**src/design/adcrw_params.svh**
```systemverilog
// Constants for the result word and clock select block
`ifndef ADCRW_PARAMS_SVH
`define ADCRW_PARAMS_SVH
`define ADCRW_WORD_BITS       32
`define ADCRW_EOC_BIT         31
`define ADCRW_CHAN_BIT        30
`define ADCRW_SIGN_BIT        29
`define ADCRW_MSB_BIT         28
`define ADCRW_LSB_BIT         5
`define ADCRW_SUB_BITS        5
`define ADCRW_RES_BITS        24
`define ADCRW_CODE_BITS       30
`define ADCRW_CODE_POS_CLAMP  30'h30000000
`define ADCRW_CODE_NEG_CLAMP  30'h0fffffff
`define ADCRW_CODE_POS_FS     30'h2fffffff
`define ADCRW_CODE_NEG_FS     30'h10000000
`define ADCRW_EXT_MIN_HZ      2560
`define ADCRW_NOTCH_DIV       2560
`define ADCRW_CLK_HZ          10000000
`define ADCRW_EXT_TIMEOUT     (`ADCRW_CLK_HZ / `ADCRW_EXT_MIN_HZ)
`define ADCRW_CONV_60_CYC     1330000
`define ADCRW_CONV_50_CYC     1600000
`define ADCRW_EXT_CONV_EDGES  20510
`endif

```
**src/design/adcrw_pkg.sv**
```systemverilog
// Types for the result word and clock select block
package adcrw_pkg;
	typedef enum logic [2:0] {
		ADCRW_CONVERT = 3'b001,
		ADCRW_SLEEP   = 3'b010,
		ADCRW_OUTPUT  = 3'b100
	} adcrw_state_t;

	typedef enum logic [2:0] {
		ADCRW_CLK_INT60 = 3'b001,
		ADCRW_CLK_INT50 = 3'b010,
		ADCRW_CLK_EXT   = 3'b100
	} adcrw_clksrc_t;

	typedef struct packed {
		logic        channel_flag;
		logic [29:0] code;
	} adcrw_result_t;
endpackage

```
**src/design/adcrw_fifo.sv**
```systemverilog
// Result FIFO between the modulator side and the serial word formatter
`timescale 1ns/10ps
module adcrw_fifo #(
	parameter int WIDTH = 31,
	parameter int DEPTH = 32
) (
	input  wire logic             clk,
	input  wire logic             srst,
	input  wire logic [WIDTH-1:0] in_data,
	input  wire logic             in_valid,
	output logic                  in_ready,
	output logic [WIDTH-1:0]      out_data,
	output logic                  out_valid,
	input  wire logic             out_ready
);
	localparam int AW = $clog2(DEPTH);
	logic [WIDTH-1:0] mem_reg [DEPTH];
	logic [AW-1:0]    wr_reg;
	logic [AW-1:0]    rd_reg;
	logic [AW:0]      cnt_reg;
	logic             push;
	logic             pop;

	assign in_ready  = (cnt_reg != (AW+1)'(DEPTH));
	assign out_valid = (cnt_reg != '0);
	assign out_data  = mem_reg[rd_reg];
	assign push      = in_valid && in_ready;
	assign pop       = out_valid && out_ready;

	always_ff @(posedge clk) begin
		if (push) begin
			mem_reg[wr_reg] <= in_data;
		end
	end

	always_ff @(posedge clk) begin
		if (srst) begin
			wr_reg  <= '0;
			rd_reg  <= '0;
			cnt_reg <= '0;
		end else begin
			if (push) begin
				wr_reg <= (wr_reg == AW'(DEPTH-1)) ? '0 : wr_reg + 1'b1;
			end
			if (pop) begin
				rd_reg <= (rd_reg == AW'(DEPTH-1)) ? '0 : rd_reg + 1'b1;
			end
			cnt_reg <= cnt_reg + (AW+1)'(push) - (AW+1)'(pop);
		end
	end
endmodule

```
**src/design/adcrw_top.sv**
```systemverilog
// Result word formatter, serial shifter and conversion clock select
//
// Behaviour
// - Result word is 32 bits, MSB first
// - Three status, 24 result, five sub bits
// - Bit 31 is active-low conversion done flag
// - Bit 30 is channel: 0 or 1
// - Bit 29 high for positive input
// - Bits 29,28 flag over and underrange
// - Bits 28 to 5 hold the result
// - Bits 4 to 0 are sub-LSB bits
// - Chip select high: output off, clock ignored
// - Done flag falls live once select low
// - Bit 31 first, next bits on falls
// - Bit 0 on 31st falling edge
// - 32nd falling edge drives output high
// - Out of range clamps one LSB beyond
// - Select pin low 60 Hz, high 50 Hz
// - Notch change only spoils running conversion
// - Detect external clock, stop internal oscillator
// - External notch is clock over 2560
// - No external clock: back to internal
// - Source change keeps serial data valid
// - Channel 0 first, then alternate
// - Select high after first rise restarts
`timescale 1ns/10ps
`include "adcrw_params.svh"
module adcrw_top #(
	parameter int CONV_60_CYC = `ADCRW_CONV_60_CYC,
	parameter int CONV_50_CYC = `ADCRW_CONV_50_CYC,
	parameter int EXT_TIMEOUT = `ADCRW_EXT_TIMEOUT,
	parameter int EXT_EDGES   = `ADCRW_EXT_CONV_EDGES,
	parameter int FIFO_DEPTH  = 32
) (
	input  wire logic                  REF_CLK,
	input  wire logic                  SRST,
	input  wire logic                  CS_N,
	input  wire logic                  SCK,
	input  wire logic                  REJECTION_SELECT_PIN,
	input  wire logic [31:0]           MOD_SAMPLE,
	output logic                       SDO_O,
	output logic                       SDO_OE,
	output logic                       EXT_CLK_ACTIVE,
	output logic                       INT_OSC_EN,
	output adcrw_pkg::adcrw_clksrc_t   CLK_SOURCE,
	output adcrw_pkg::adcrw_state_t    STATE
);
	import adcrw_pkg::*;

	localparam int TW = $clog2(CONV_50_CYC + EXT_EDGES + 1) + 1;
	localparam int EW = $clog2(EXT_TIMEOUT + 1) + 1;

	// Two-flop synchronisers for the CS_N, SCK and rejection select pins
	logic [1:0] cs_sync_reg;
	logic [1:0] sck_sync_reg;
	logic [1:0] f0_sync_reg;
	logic       cs_n;
	logic       sck;
	logic       f0;
	logic       sck_d_reg;
	logic       f0_d_reg;

	always_ff @(posedge REF_CLK) begin
		if (SRST) begin
			cs_sync_reg  <= 2'h3;
			sck_sync_reg <= 2'h0;
			f0_sync_reg  <= 2'h0;
			sck_d_reg    <= 1'b0;
			f0_d_reg     <= 1'b0;
		end else begin
			cs_sync_reg  <= {cs_sync_reg[0], CS_N};
			sck_sync_reg <= {sck_sync_reg[0], SCK};
			f0_sync_reg  <= {f0_sync_reg[0], REJECTION_SELECT_PIN};
			sck_d_reg    <= sck_sync_reg[1];
			f0_d_reg     <= f0_sync_reg[1];
		end
	end

	assign cs_n = cs_sync_reg[1];
	assign sck  = sck_sync_reg[1];
	assign f0   = f0_sync_reg[1];

	logic sck_rise;
	logic sck_fall;
	logic f0_edge;
	assign sck_rise = sck && !sck_d_reg;
	assign sck_fall = !sck && sck_d_reg;
	assign f0_edge  = f0 && !f0_d_reg;

	// Clock source: a rising edge within the timeout marks an external clock
	logic [EW-1:0] ext_gap_reg;
	logic          ext_reg;

	always_ff @(posedge REF_CLK) begin
		if (SRST) begin
			// Start saturated: a lone edge after reset is no external clock
			ext_gap_reg <= EW'(EXT_TIMEOUT);
			ext_reg     <= 1'b0;
		end else if (f0_edge) begin
			ext_gap_reg <= '0;
			ext_reg     <= ext_gap_reg < EW'(EXT_TIMEOUT);
		end else if (ext_gap_reg < EW'(EXT_TIMEOUT)) begin
			ext_gap_reg <= ext_gap_reg + 1'b1;
		end else begin
			ext_reg <= 1'b0;
		end
	end

	adcrw_clksrc_t clksrc_next;
	always_comb begin
		if (ext_reg) begin
			clksrc_next = ADCRW_CLK_EXT;
		end else if (f0) begin
			clksrc_next = ADCRW_CLK_INT50;
		end else begin
			clksrc_next = ADCRW_CLK_INT60;
		end
	end

	always_ff @(posedge REF_CLK) begin
		if (SRST) begin
			CLK_SOURCE     <= ADCRW_CLK_INT60;
			EXT_CLK_ACTIVE <= 1'b0;
			INT_OSC_EN     <= 1'b1;
		end else begin
			CLK_SOURCE     <= clksrc_next;
			EXT_CLK_ACTIVE <= ext_reg;
			// internal oscillator stopped on external clock
			INT_OSC_EN     <= !ext_reg;
		end
	end

	// Result path: clamp and encode, then queue in the FIFO
	logic          chan_reg;
	adcrw_result_t res_in;
	adcrw_result_t res_out;
	logic          fifo_in_ready;
	logic          fifo_out_valid;
	logic          fifo_pop;
	logic          conv_done;
	logic signed [31:0] s;

	assign s = MOD_SAMPLE;

	always_comb begin
		res_in.channel_flag = chan_reg;
		// clamp one LSB beyond full scale
		if (s > $signed({2'h0, `ADCRW_CODE_POS_FS}) - 32'sh20000000) begin
			res_in.code = `ADCRW_CODE_POS_CLAMP;
		end else if (s < -32'sh10000000) begin
			res_in.code = `ADCRW_CODE_NEG_CLAMP;
		end else begin
			// offset binary: sign set for zero and up
			res_in.code = s[29:0] + `ADCRW_CODE_NEG_FS + `ADCRW_CODE_NEG_FS;
		end
	end

	adcrw_fifo #(
		.WIDTH($bits(adcrw_result_t)),
		.DEPTH(FIFO_DEPTH)
	) u_fifo (
		.clk      (REF_CLK),
		.srst     (SRST),
		.in_data  (res_in),
		.in_valid (conv_done),
		.in_ready (fifo_in_ready),
		.out_data (res_out),
		.out_valid(fifo_out_valid),
		.out_ready(fifo_pop)
	);

	// Conversion, sleep and output states
	adcrw_state_t  state_reg;
	adcrw_state_t  state_next;
	logic [TW-1:0] conv_cnt_reg;
	logic [TW-1:0] conv_len;
	logic [5:0]    bit_cnt_reg;
	logic          risen_reg;
	logic [31:0]   shift_reg;
	logic          end_out;

	// external mode counts clock edges, notch follows that clock
	assign conv_len = (CLK_SOURCE == ADCRW_CLK_EXT) ? TW'(EXT_EDGES) :
		(CLK_SOURCE == ADCRW_CLK_INT50) ? TW'(CONV_50_CYC) : TW'(CONV_60_CYC);
	// A full result only enters the FIFO when there is room, stalling conversion
	assign conv_done = (state_reg == ADCRW_CONVERT) && (conv_cnt_reg >= conv_len);
	assign fifo_pop  = (state_reg == ADCRW_SLEEP) && fifo_out_valid && !cs_n;
	// select high after a first rise; 32 bits done
	assign end_out   = (state_reg == ADCRW_OUTPUT) &&
		((cs_n && risen_reg) || (sck_fall && bit_cnt_reg == 6'd31));

	always_comb begin
		state_next = state_reg;
		case (state_reg)
			ADCRW_CONVERT: begin
				if (conv_done && fifo_in_ready) begin
					state_next = ADCRW_SLEEP;
				end
			end
			ADCRW_SLEEP: begin
				if (fifo_pop) begin
					state_next = ADCRW_OUTPUT;
				end
			end
			ADCRW_OUTPUT: begin
				if (end_out) begin
					state_next = ADCRW_CONVERT;
				end
			end
			default: begin
				state_next = ADCRW_CONVERT;
			end
		endcase
	end

	always_ff @(posedge REF_CLK) begin
		if (SRST) begin
			state_reg <= ADCRW_CONVERT;
		end else begin
			state_reg <= state_next;
		end
	end

	// a source change keeps the running count and only moves its end
	always_ff @(posedge REF_CLK) begin
		if (SRST || state_reg != ADCRW_CONVERT) begin
			conv_cnt_reg <= '0;
		end else if (conv_cnt_reg < conv_len) begin
			if (CLK_SOURCE != ADCRW_CLK_EXT || f0_edge) begin
				conv_cnt_reg <= conv_cnt_reg + 1'b1;
			end
		end
	end

	// channel 0 first, alternate per conversion
	always_ff @(posedge REF_CLK) begin
		if (SRST) begin
			chan_reg <= 1'b0;
		end else if (conv_done && fifo_in_ready) begin
			chan_reg <= !chan_reg;
		end
	end

	// shifting only while select is low
	always_ff @(posedge REF_CLK) begin
		if (SRST) begin
			shift_reg   <= '1;
			bit_cnt_reg <= '0;
			risen_reg   <= 1'b0;
		end else if (fifo_pop) begin
			shift_reg   <= {1'b0, res_out.channel_flag, res_out.code};
			bit_cnt_reg <= '0;
			risen_reg   <= 1'b0;
		end else if (state_reg == ADCRW_OUTPUT && !cs_n) begin
			if (sck_rise) begin
				risen_reg <= 1'b1;
			end
			// one bit per falling edge, MSB first
			if (sck_fall && risen_reg) begin
				shift_reg   <= {shift_reg[30:0], 1'b1};
				bit_cnt_reg <= bit_cnt_reg + 1'b1;
			end
		end
	end

	// flag high in conversion, low in sleep, bit 31 low in output state
	always_ff @(posedge REF_CLK) begin
		if (SRST) begin
			SDO_O  <= 1'b1;
			SDO_OE <= 1'b0;
			STATE  <= ADCRW_CONVERT;
		end else begin
			SDO_OE <= !cs_n;
			STATE  <= state_next;
			if (state_next == ADCRW_OUTPUT) begin
				SDO_O <= (fifo_pop) ? 1'b0 : shift_reg[31];
				if (sck_fall && risen_reg && !fifo_pop) begin
					SDO_O <= shift_reg[30];
				end
			end else begin
				SDO_O <= (state_next == ADCRW_SLEEP) ? 1'b0 : 1'b1;
			end
		end
	end

	// Sleep with select low pulls the result out at once, so sleep output is low
	// overrange reads sign and MSB both high
	ovr_flag_a: assert property (@(posedge REF_CLK) disable iff (SRST)
		(conv_done && s > 32'sh10000000) |-> res_in.code[29:28] == 2'b11)
		else $error("overrange code wrong");
	udr_flag_a: assert property (@(posedge REF_CLK) disable iff (SRST)
		(conv_done && s < -32'sh10000000) |-> res_in.code[29:28] == 2'b00)
		else $error("underrange code wrong");
	zero_code_a: assert property (@(posedge REF_CLK) disable iff (SRST)
		(s == 32'sh0) |-> res_in.code == 30'h20000000)
		else $error("zero code wrong");
	sign_bit_a: assert property (@(posedge REF_CLK) disable iff (SRST)
		(s == -32'sh1) |-> res_in.code == 30'h1fffffff)
		else $error("minus one code wrong");
	hiz_cs_a: assert property (@(posedge REF_CLK) disable iff (SRST)
		$past(cs_n) |-> !SDO_OE)
		else $error("output driven while deselected");
	chan_alt_a: assert property (@(posedge REF_CLK) disable iff (SRST)
		(conv_done && fifo_in_ready) |=> chan_reg != $past(chan_reg))
		else $error("channel did not alternate");
	word_end_a: assert property (@(posedge REF_CLK) disable iff (SRST)
		(end_out && !cs_n) |=> SDO_O && state_reg == ADCRW_CONVERT)
		else $error("output not high after word");
	first_bit_a: assert property (@(posedge REF_CLK) disable iff (SRST)
		(fifo_pop && !cs_n) |=> !SDO_O ##1 (state_reg == ADCRW_OUTPUT))
		else $error("done flag not low on output");
	osc_stop_a: assert property (@(posedge REF_CLK) disable iff (SRST)
		ext_reg |=> !INT_OSC_EN)
		else $error("oscillator running with external clock");
	conv_flag_a: assert property (@(posedge REF_CLK) disable iff (SRST)
		(STATE == ADCRW_CONVERT) |-> SDO_O)
		else $error("done flag low during conversion");
	sleep_flag_a: assert property (@(posedge REF_CLK) disable iff (SRST)
		(STATE == ADCRW_SLEEP) |-> !SDO_O)
		else $error("done flag high in sleep");
	notch_60_a: assert property (@(posedge REF_CLK) disable iff (SRST)
		(!ext_reg && !f0) |=> CLK_SOURCE == ADCRW_CLK_INT60)
		else $error("60 Hz notch not selected");
	notch_50_a: assert property (@(posedge REF_CLK) disable iff (SRST)
		(!ext_reg && f0) |=> CLK_SOURCE == ADCRW_CLK_INT50)
		else $error("50 Hz notch not selected");
	ext_src_a: assert property (@(posedge REF_CLK) disable iff (SRST)
		ext_reg |=> CLK_SOURCE == ADCRW_CLK_EXT)
		else $error("external source not selected");
	ext_count_a: assert property (@(posedge REF_CLK) disable iff (SRST)
		(state_reg == ADCRW_CONVERT && CLK_SOURCE == ADCRW_CLK_EXT && !f0_edge &&
		!conv_done) |=> $stable(conv_cnt_reg))
		else $error("conversion counted without external edge");
	ext_lost_a: assert property (@(posedge REF_CLK) disable iff (SRST)
		(ext_gap_reg == EW'(EXT_TIMEOUT) && !f0_edge) |=> !ext_reg)
		else $error("external clock kept after timeout");
	osc_run_a: assert property (@(posedge REF_CLK) disable iff (SRST)
		!ext_reg |=> INT_OSC_EN)
		else $error("oscillator off without external clock");
	shift_hold_a: assert property (@(posedge REF_CLK) disable iff (SRST)
		cs_n |=> $stable(shift_reg))
		else $error("word moved while deselected");
	bit_step_a: assert property (@(posedge REF_CLK) disable iff (SRST)
		(state_reg == ADCRW_OUTPUT && !cs_n && sck_fall && risen_reg) |=>
		(shift_reg[31:1] == $past(shift_reg[30:0]) && SDO_O == shift_reg[31]))
		else $error("bit step wrong");
	word_len_a: assert property (@(posedge REF_CLK) disable iff (SRST)
		bit_cnt_reg <= 6'd32)
		else $error("more than 32 bits shifted");
	// select high after rise ends output
	abort_end_a: assert property (@(posedge REF_CLK) disable iff (SRST)
		(state_reg == ADCRW_OUTPUT && cs_n && risen_reg) |=> state_reg == ADCRW_CONVERT)
		else $error("abort did not restart conversion");
endmodule

```
**config.mk**
```make
export PLATFORM = sky130hd
export DESIGN_NAME = adcrw_top
export DESIGN_NICKNAME = d
export VERILOG_FILES = /design/src/design/adcrw_pkg.sv /design/src/design/adcrw_fifo.sv /design/src/design/adcrw_top.sv
export VERILOG_INCLUDE_DIRS = /design/src /design/src/design
export SDC_FILE = /design/constraint.sdc
export NUM_CORES = 1
export LEC_CHECK = 0
export ABC_AREA = 1
export ABC_CLOCK_PERIOD_IN_PS = 4500
export BUFFER_PORTS_ARGS = -buffer_cell sky130_fd_sc_hd__clkbuf_2
export CAP_MARGIN = 20
export CORE_MARGIN = 5
export CORE_UTILIZATION = 30
export DETAILED_ROUTE_END_ITERATION = 10
export GPL_TIMING_DRIVEN = 1
export PLACE_DENSITY_LB_ADDON = 0.12
export SLEW_MARGIN = 20
export SYNTH_ARGS = -nofsm -noshare
export SYNTH_HDL_FRONTEND = slang
export SYNTH_SLANG_ARGS = --single-unit
```
**constraint.sdc**
```tcl
create_clock -name REF_CLK -period 4.5 [get_ports REF_CLK]
set_input_delay 0.225 -clock REF_CLK [delete_from_list [all_inputs] [get_ports REF_CLK]]
set_output_delay 0.225 -clock REF_CLK [all_outputs]
set_load 0.01 [all_outputs]
```
# == Word-level counts from Yosys, hierarchy flattened ==
# Memories as Yosys holds them, arrays and structs flattened. A register that Yosys moved wholly into a read port is not among the register bits.
# Index checks and enable logic that the tools add are counted.
# totals
ff_bits,110
ramBits,992
in_bits,37
word_cells,114
memories,1
# mem_list
name,depth,width,read_ports,rd_ports_with_merged_regs,write_ports,line_no,text
u_fifo.mem_reg,32,31,1,1,1,adcrw_fifo.sv:17,logic [WIDTH-1:0] mem_reg [DEPTH];
# op_classes
add_sub_neg,9
order_cmp,5
eq_ne,14
muxes,27
reduce_logical,35
# op_table
cell,count
$mux W32,3
$add A30 B29 Y30 const B,2
$mux W30,2
$gt A32 B29 Y1 const B,1
$lt A32 B29 Y1 const B,1
$mux W12,2
$add A22 B1 Y22 const B,1
$ge A22 B21 Y1,1
$lt A22 B21 Y1,1
$mux W21,1
$mux W20,1
$mux W5,4
$logic_and A1 B1 Y1,14
$add A13 B1 Y13 const B,1
$lt A13 B12 Y1 const B,1
$mux W3,4
$add A5 B1 Y5 const B,2
$eq A5 B5 Y1 const B,2
$eq A3 B2 Y1 const B,3
$eq A3 B3 Y1 const B,3
$pmux W3 S3,1
$mux W1,8
$reduce_and A2 Y1,4
$logic_not A1 Y1,7
14 further kinds,20

# == Depth between registers and ports, before layout ==
# depth
word_depth,11
mapped_depth,21
mapped_depth_nobuf,21

# == By module ==
# Synthesis repeated with hierarchy kept, for this count alone.
# unflattened
hier_cells,4296
hier_area_um2,46154.3
# by_module_without_submodules
module,instances,cells_each,area_each_um2,seq_area_each_um2
adcrw_fifo,1,3521,41058.1,30209.0
adcrw_top,1,775,5096.1,1861.8

# == Least setup slack after synthesis ==
# Ideal clock, no wire load.
# synth_path
kind,flip-flop to flip-flop
from,register EXT_CLK_ACTIVE (netlist name)
to,"memory u_fifo.mem_reg[7][0], enable pin"
setup_ns,0.464
arrival_ns,4.571
slack_ns,-0.536
stages_incl_launch_ff,16
n_path_buf,1
period_less_slack_ns,5.036
cell_sequence,dfxtp_1 > inv_1 > nor3_1 > inv_1 > nand2_1 > inv_1 > ha_1 > inv_1 > nor2_1 > nand2_1 > nor2_1 > nand3_1 > nand4_2 > nand2_1 > buf_2 > nor3b_1
# synth_rtl
element,line_no
end: declaration,adcrw_fifo.sv:17

# == Worst setup path after layout ==
# layout_path
from,register CLK_SOURCE[1]
to,"memory u_fifo.mem_reg[12][6], enable pin"
# layout_via
elab_chain_cells,8
word_cells_on_any_way,9
cone_classes,order compare (1); eq/ne (2); mux (4); reduce/logical (2)
# layout_rtl
element,line_no,text
start: declaration,adcrw_top.sv:45,"output adcrw_pkg::adcrw_clksrc_t CLK_SOURCE,"
start signal: assignment,adcrw_top.sv:126,CLK_SOURCE <= clksrc_next;
$eq A3 B2 Y1,adcrw_top.sv:184,(CLK_SOURCE == ADCRW_CLK_INT50) ? TW'(CONV_50_CYC) : TW'(CONV_60_CYC);
$mux W20,adcrw_top.sv:184,
$mux W21 *,adcrw_top.sv:183,assign conv_len = (CLK_SOURCE == ADCRW_CLK_EXT) ? TW'(EXT_EDGES) :
$ge A22 B21 Y1 *,adcrw_top.sv:186,assign conv_done = (state_reg == ADCRW_CONVERT) && (conv_cnt_reg >= conv_len);
$logic_and A1 B1 Y1 *,adcrw_top.sv:186,
$logic_and A1 B1 Y1 *,adcrw_fifo.sv:27,assign push = in_valid && in_ready;
via u_fifo.push,adcrw_fifo.sv:21,logic push;
$mux W1 *,adcrw_fifo.sv:31,if (push) begin
$mux W1 (not written as such) *,adcrw_fifo.sv:32,mem_reg[wr_reg] <= in_data;
# The timed path passes the listed nets; every way through them passes the cells marked *.

==> impl_metrics.json <==
{
  "place_hpwl_um": 88900,
  "place_ws_ns": 0.747,
  "htreeDepth": 4,
  "finalHoldViolations": 0,
  "whs_ns": 0.134,
  "p_total_mw": 22.2,
  "crit_path_top_delay_cell": "nor2_4",
  "synth_cell_types": 34,
  "cp.buffers_inverters": 3,
  "syn_area_um2": 46000,
  "synth_cells": 4224,
  "clock_sinks": 1106,
  "cp_max_fo": 12,
  "pwr-share-seq_pct": 51.0,
  "via_count": 31200,
  "grt_pass1_wl_um": 218000,
  "synth.largest_area_cell": "edfxtp_1",
  "yosysSeqAreaShare_pct": 69.6,
  "die_y_um": 402,
  "antenna_left": 0,
  "rows": 143,
  "cts_root_buf": "clkbuf_16",
  "io_pins": 47,
  "yosysWarnings": 0,
  "p_clk_share_pct": 46.2,
  "synth_edf_count": 992,
  "detail_route.wl_per_cell_um": 23.5,
  "fmax_ghz": 0.267,
  "power.internal_mw": 17.3,
  "skew_ns": 0.0270,
  "drtIter0Drc": 2694,
  "ctsResizeCount": 0,
  "cts_tree": "yes",
  "grt_max_degree": 157,
  "drive_gt1_share_pct": 9.13,
  "die_width_um": 402,
  "hold_path_class": "input pin to flop",
  "clkLatencyLatePin_ns": 0.77,
  "wl_um": 150000,
  "cp.required_ns": 4.95,
  "path_cells": "nor2_1 -> nor2_1 -> nor2_1 -> nand2_1 -> ha_1 -> nand2_1 -> nor2_1 -> nand2_1 -> nor2_1 -> nand2_1 -> nand4_2 -> nand2_1 -> inv_2 -> nand2_1 -> buf_4 -> nor2_4 -> buf_4",
  "cp-start-kind": "flop",
  "switching_share_pct": 22.0,
  "largest_register_ff_count": 992,
  "worstPathArrival_ns": 4.20,
  "clk_path_buf_depth": 3,
  "outcome": "completed",
  "antenna_found_initial": 5,
  "drv_slew": 0,
  "initial_core_util_pct": 30.2,
  "crit_top_cell": "nand2_1",
  "rsz0062_at_grt": "false",
  "tightest_slew_ns": 1.11,
  "cts_setup_buffers": 0,
  "peakVddDrop_mv": 0.372,
  "dr.pass1.iters": 5,
  "maxCapViolCount": 0,
  "setup_viol": 0,
  "fin_nets": 4323,
  "critical_path_class": "flop to flop",
  "synth_fp_nets": 4294,
  "final.period_utilization_pct": 83.2,
  "avgSynthCellArea_um2": 10.9,
  "end_kind": "flop",
  "critPathTopFamily": "simple AND/OR/NAND/NOR gates",
  "gp_congestion": 0.807,
  "async_reset_ff_share_pct": 0,
  "setup_slack_ns": 0.754,
  "powerDensity_nw_per_um2": 417,
  "grt_pass1_vias": 30700,
  "p_sw_mw": 4.89,
  "drc_errors": 0,
  "synth-seq-cells": 1106,
  "min_period_ns": 3.75,
  "grt_usage_pct": 18.2,
  "numCtsBuffers": 131,
  "p_comb_share_pct": 2.8,
  "dieArea_um2": 161000,
  "synth_area_leaders": "edfxtp_1 65%, nand2_1 10%, nand3_1 6.7%",
  "synth_ff_type": "edfxtp_1",
  "slew_headroom_pct": 26.1,
  "cpPeakStageDelay_ns": 0.56,
  "synth_top_area_share_pct": 64.7,
  "routed_via_density": 4.88,
  "syn_to_final_growth_pct": 15.8,
  "clk_pin_slew_worst_paths_ns": 0.06,
  "power_leakage_nw": 18.7,
  "core_area_um2": 152000,
  "io_buffers": 46,
  "grt.overflow.total": 0
}
## cells in the mapped netlist, types with 22 or more instances
| cell | number |
|---|---|
| xor2_1 | 22 |
| ha_1 | 32 |
| nand2_1 | 1279 |
| buf_6 | 24 |
| o21ai_0 | 199 |
| a21oi_1 | 176 |
| clkbuf_1 | 121 |
| inv_1 | 161 |
| dfxtp_1 | 114 |
| nand3_1 | 619 |
| nor2_1 | 250 |
| edfxtp_1 | 992 |
| nor3_1 | 23 |
| buf_2 | 74 |
| buf_1 | 23 |
| o22ai_1 | 61 |
## timing repair
action                                  CTS  global route
hold buffers                              5             0
hold endpoints to repair                  9             0
endpoints found under the setup margin    0             0
## metal layers
metal / wire, um / up-vias / global-route usage [%] / share of wire, %
met4: 4100 / 2 / 5.56 / 2.7
met3: 7930 / 190 / 3.14 / 5.3
met5: 13 / - / 0 / 0.0087
met2: 69600 / 835 / 29.2 / 46
li1: - / 14700 / - / -
met1: 68600 / 15400 / 25.4 / 46
## cells in the final DEF, fill, tap and decap left out, types with 6 or more instances in the layout
cell,n
nand3_1,618
edfxtp_1,992
o211ai_1,6
nor2_4,28
nand2_2,30
nor3_1,20
buf_12,38
clkbuf_16,133
a21oi_1,176
clkbuf_1,49
xor2_1,22
o22ai_1,61
inv_1,159
ha_1,32
clkbuf_2,46
dfxtp_1,108
buf_4,59
clkinv_2,11
nor2_1,222
clkinv_1,22
clkbuf_8,7
nand4_1,9
nand2_1,1249
o21ai_0,199
## kinds of logic (layout without fill, tap and decap cells)
logic type	count (synthesis)	after routing	share of synthesized area [%]
flops	1106	1106	69.6
buf+inv	420	555	4.11
compound gates	449	449	5.12
xor+xnor	23	23	0.437
simple gates	2193	2193	19.8
other cells	0	3	0
fa+ha+maj	33	33	0.913
## cell type report
cell class	instances	area, um^2
flip-flops and latches	1106	32100
diodes	3	7.51
well taps	2030	2540
clock buffers	189	3610
repair buffers	148	1480
fillers	15100	98900
inverters	168	652
clock inverters	50	519
multi-input cells	2698	12400
## path summary, 6_finish.rpt
kind / start / endpoint / slack, ns / cells past startpoint
worst min register to register: f0_sync_reg[0] / f0_sync_reg[1] / 0.40 / 2
worst max-delay path: CLK_SOURCE[1] / u_fifo.mem_reg[12][6] / 0.75 / 17
worst max register to register: CLK_SOURCE[1] / u_fifo.mem_reg[12][6] / 0.75 / 17
worst min-delay path: MOD_SAMPLE[31] / u_fifo.mem_reg[9][29] / 0.13 / 3
## through the flow
stage | utilization [%] | std cells | setup TNS (ns) | cell area (um^2)
floorplan | - | 4224 | -32.87 | 46100
global placement | 32.3 | 6145 | 0 | 49100
detailed placement | 32.3 | 6145 | 0 | 49100
CTS | 35.0 | 6389 | 0 | 53300
global route | 35.0 | 6389 | 0 | 53300
finish | 35.0 | 6392 | 0 | 53300
## power groups by stage
stage          clock network [mW]  logic, mW  registers, mW
6_report                     10.3      0.625           11.3
5_1_grt                      11.0      0.684           11.3
4_1_cts                      10.5      0.635           11.3
3_5_place_dp                    0      0.629           11.6
3_3_place_gp                    0      0.629           11.6
2_1_floorplan                   0      0.314           11.5
## tightest hold or removal path, cell delays in order
cell      delay [ns]
clkbuf_2        0.10
clkinv_1        0.05
buf_4           0.28
Power figures use the tool's default switching activity.
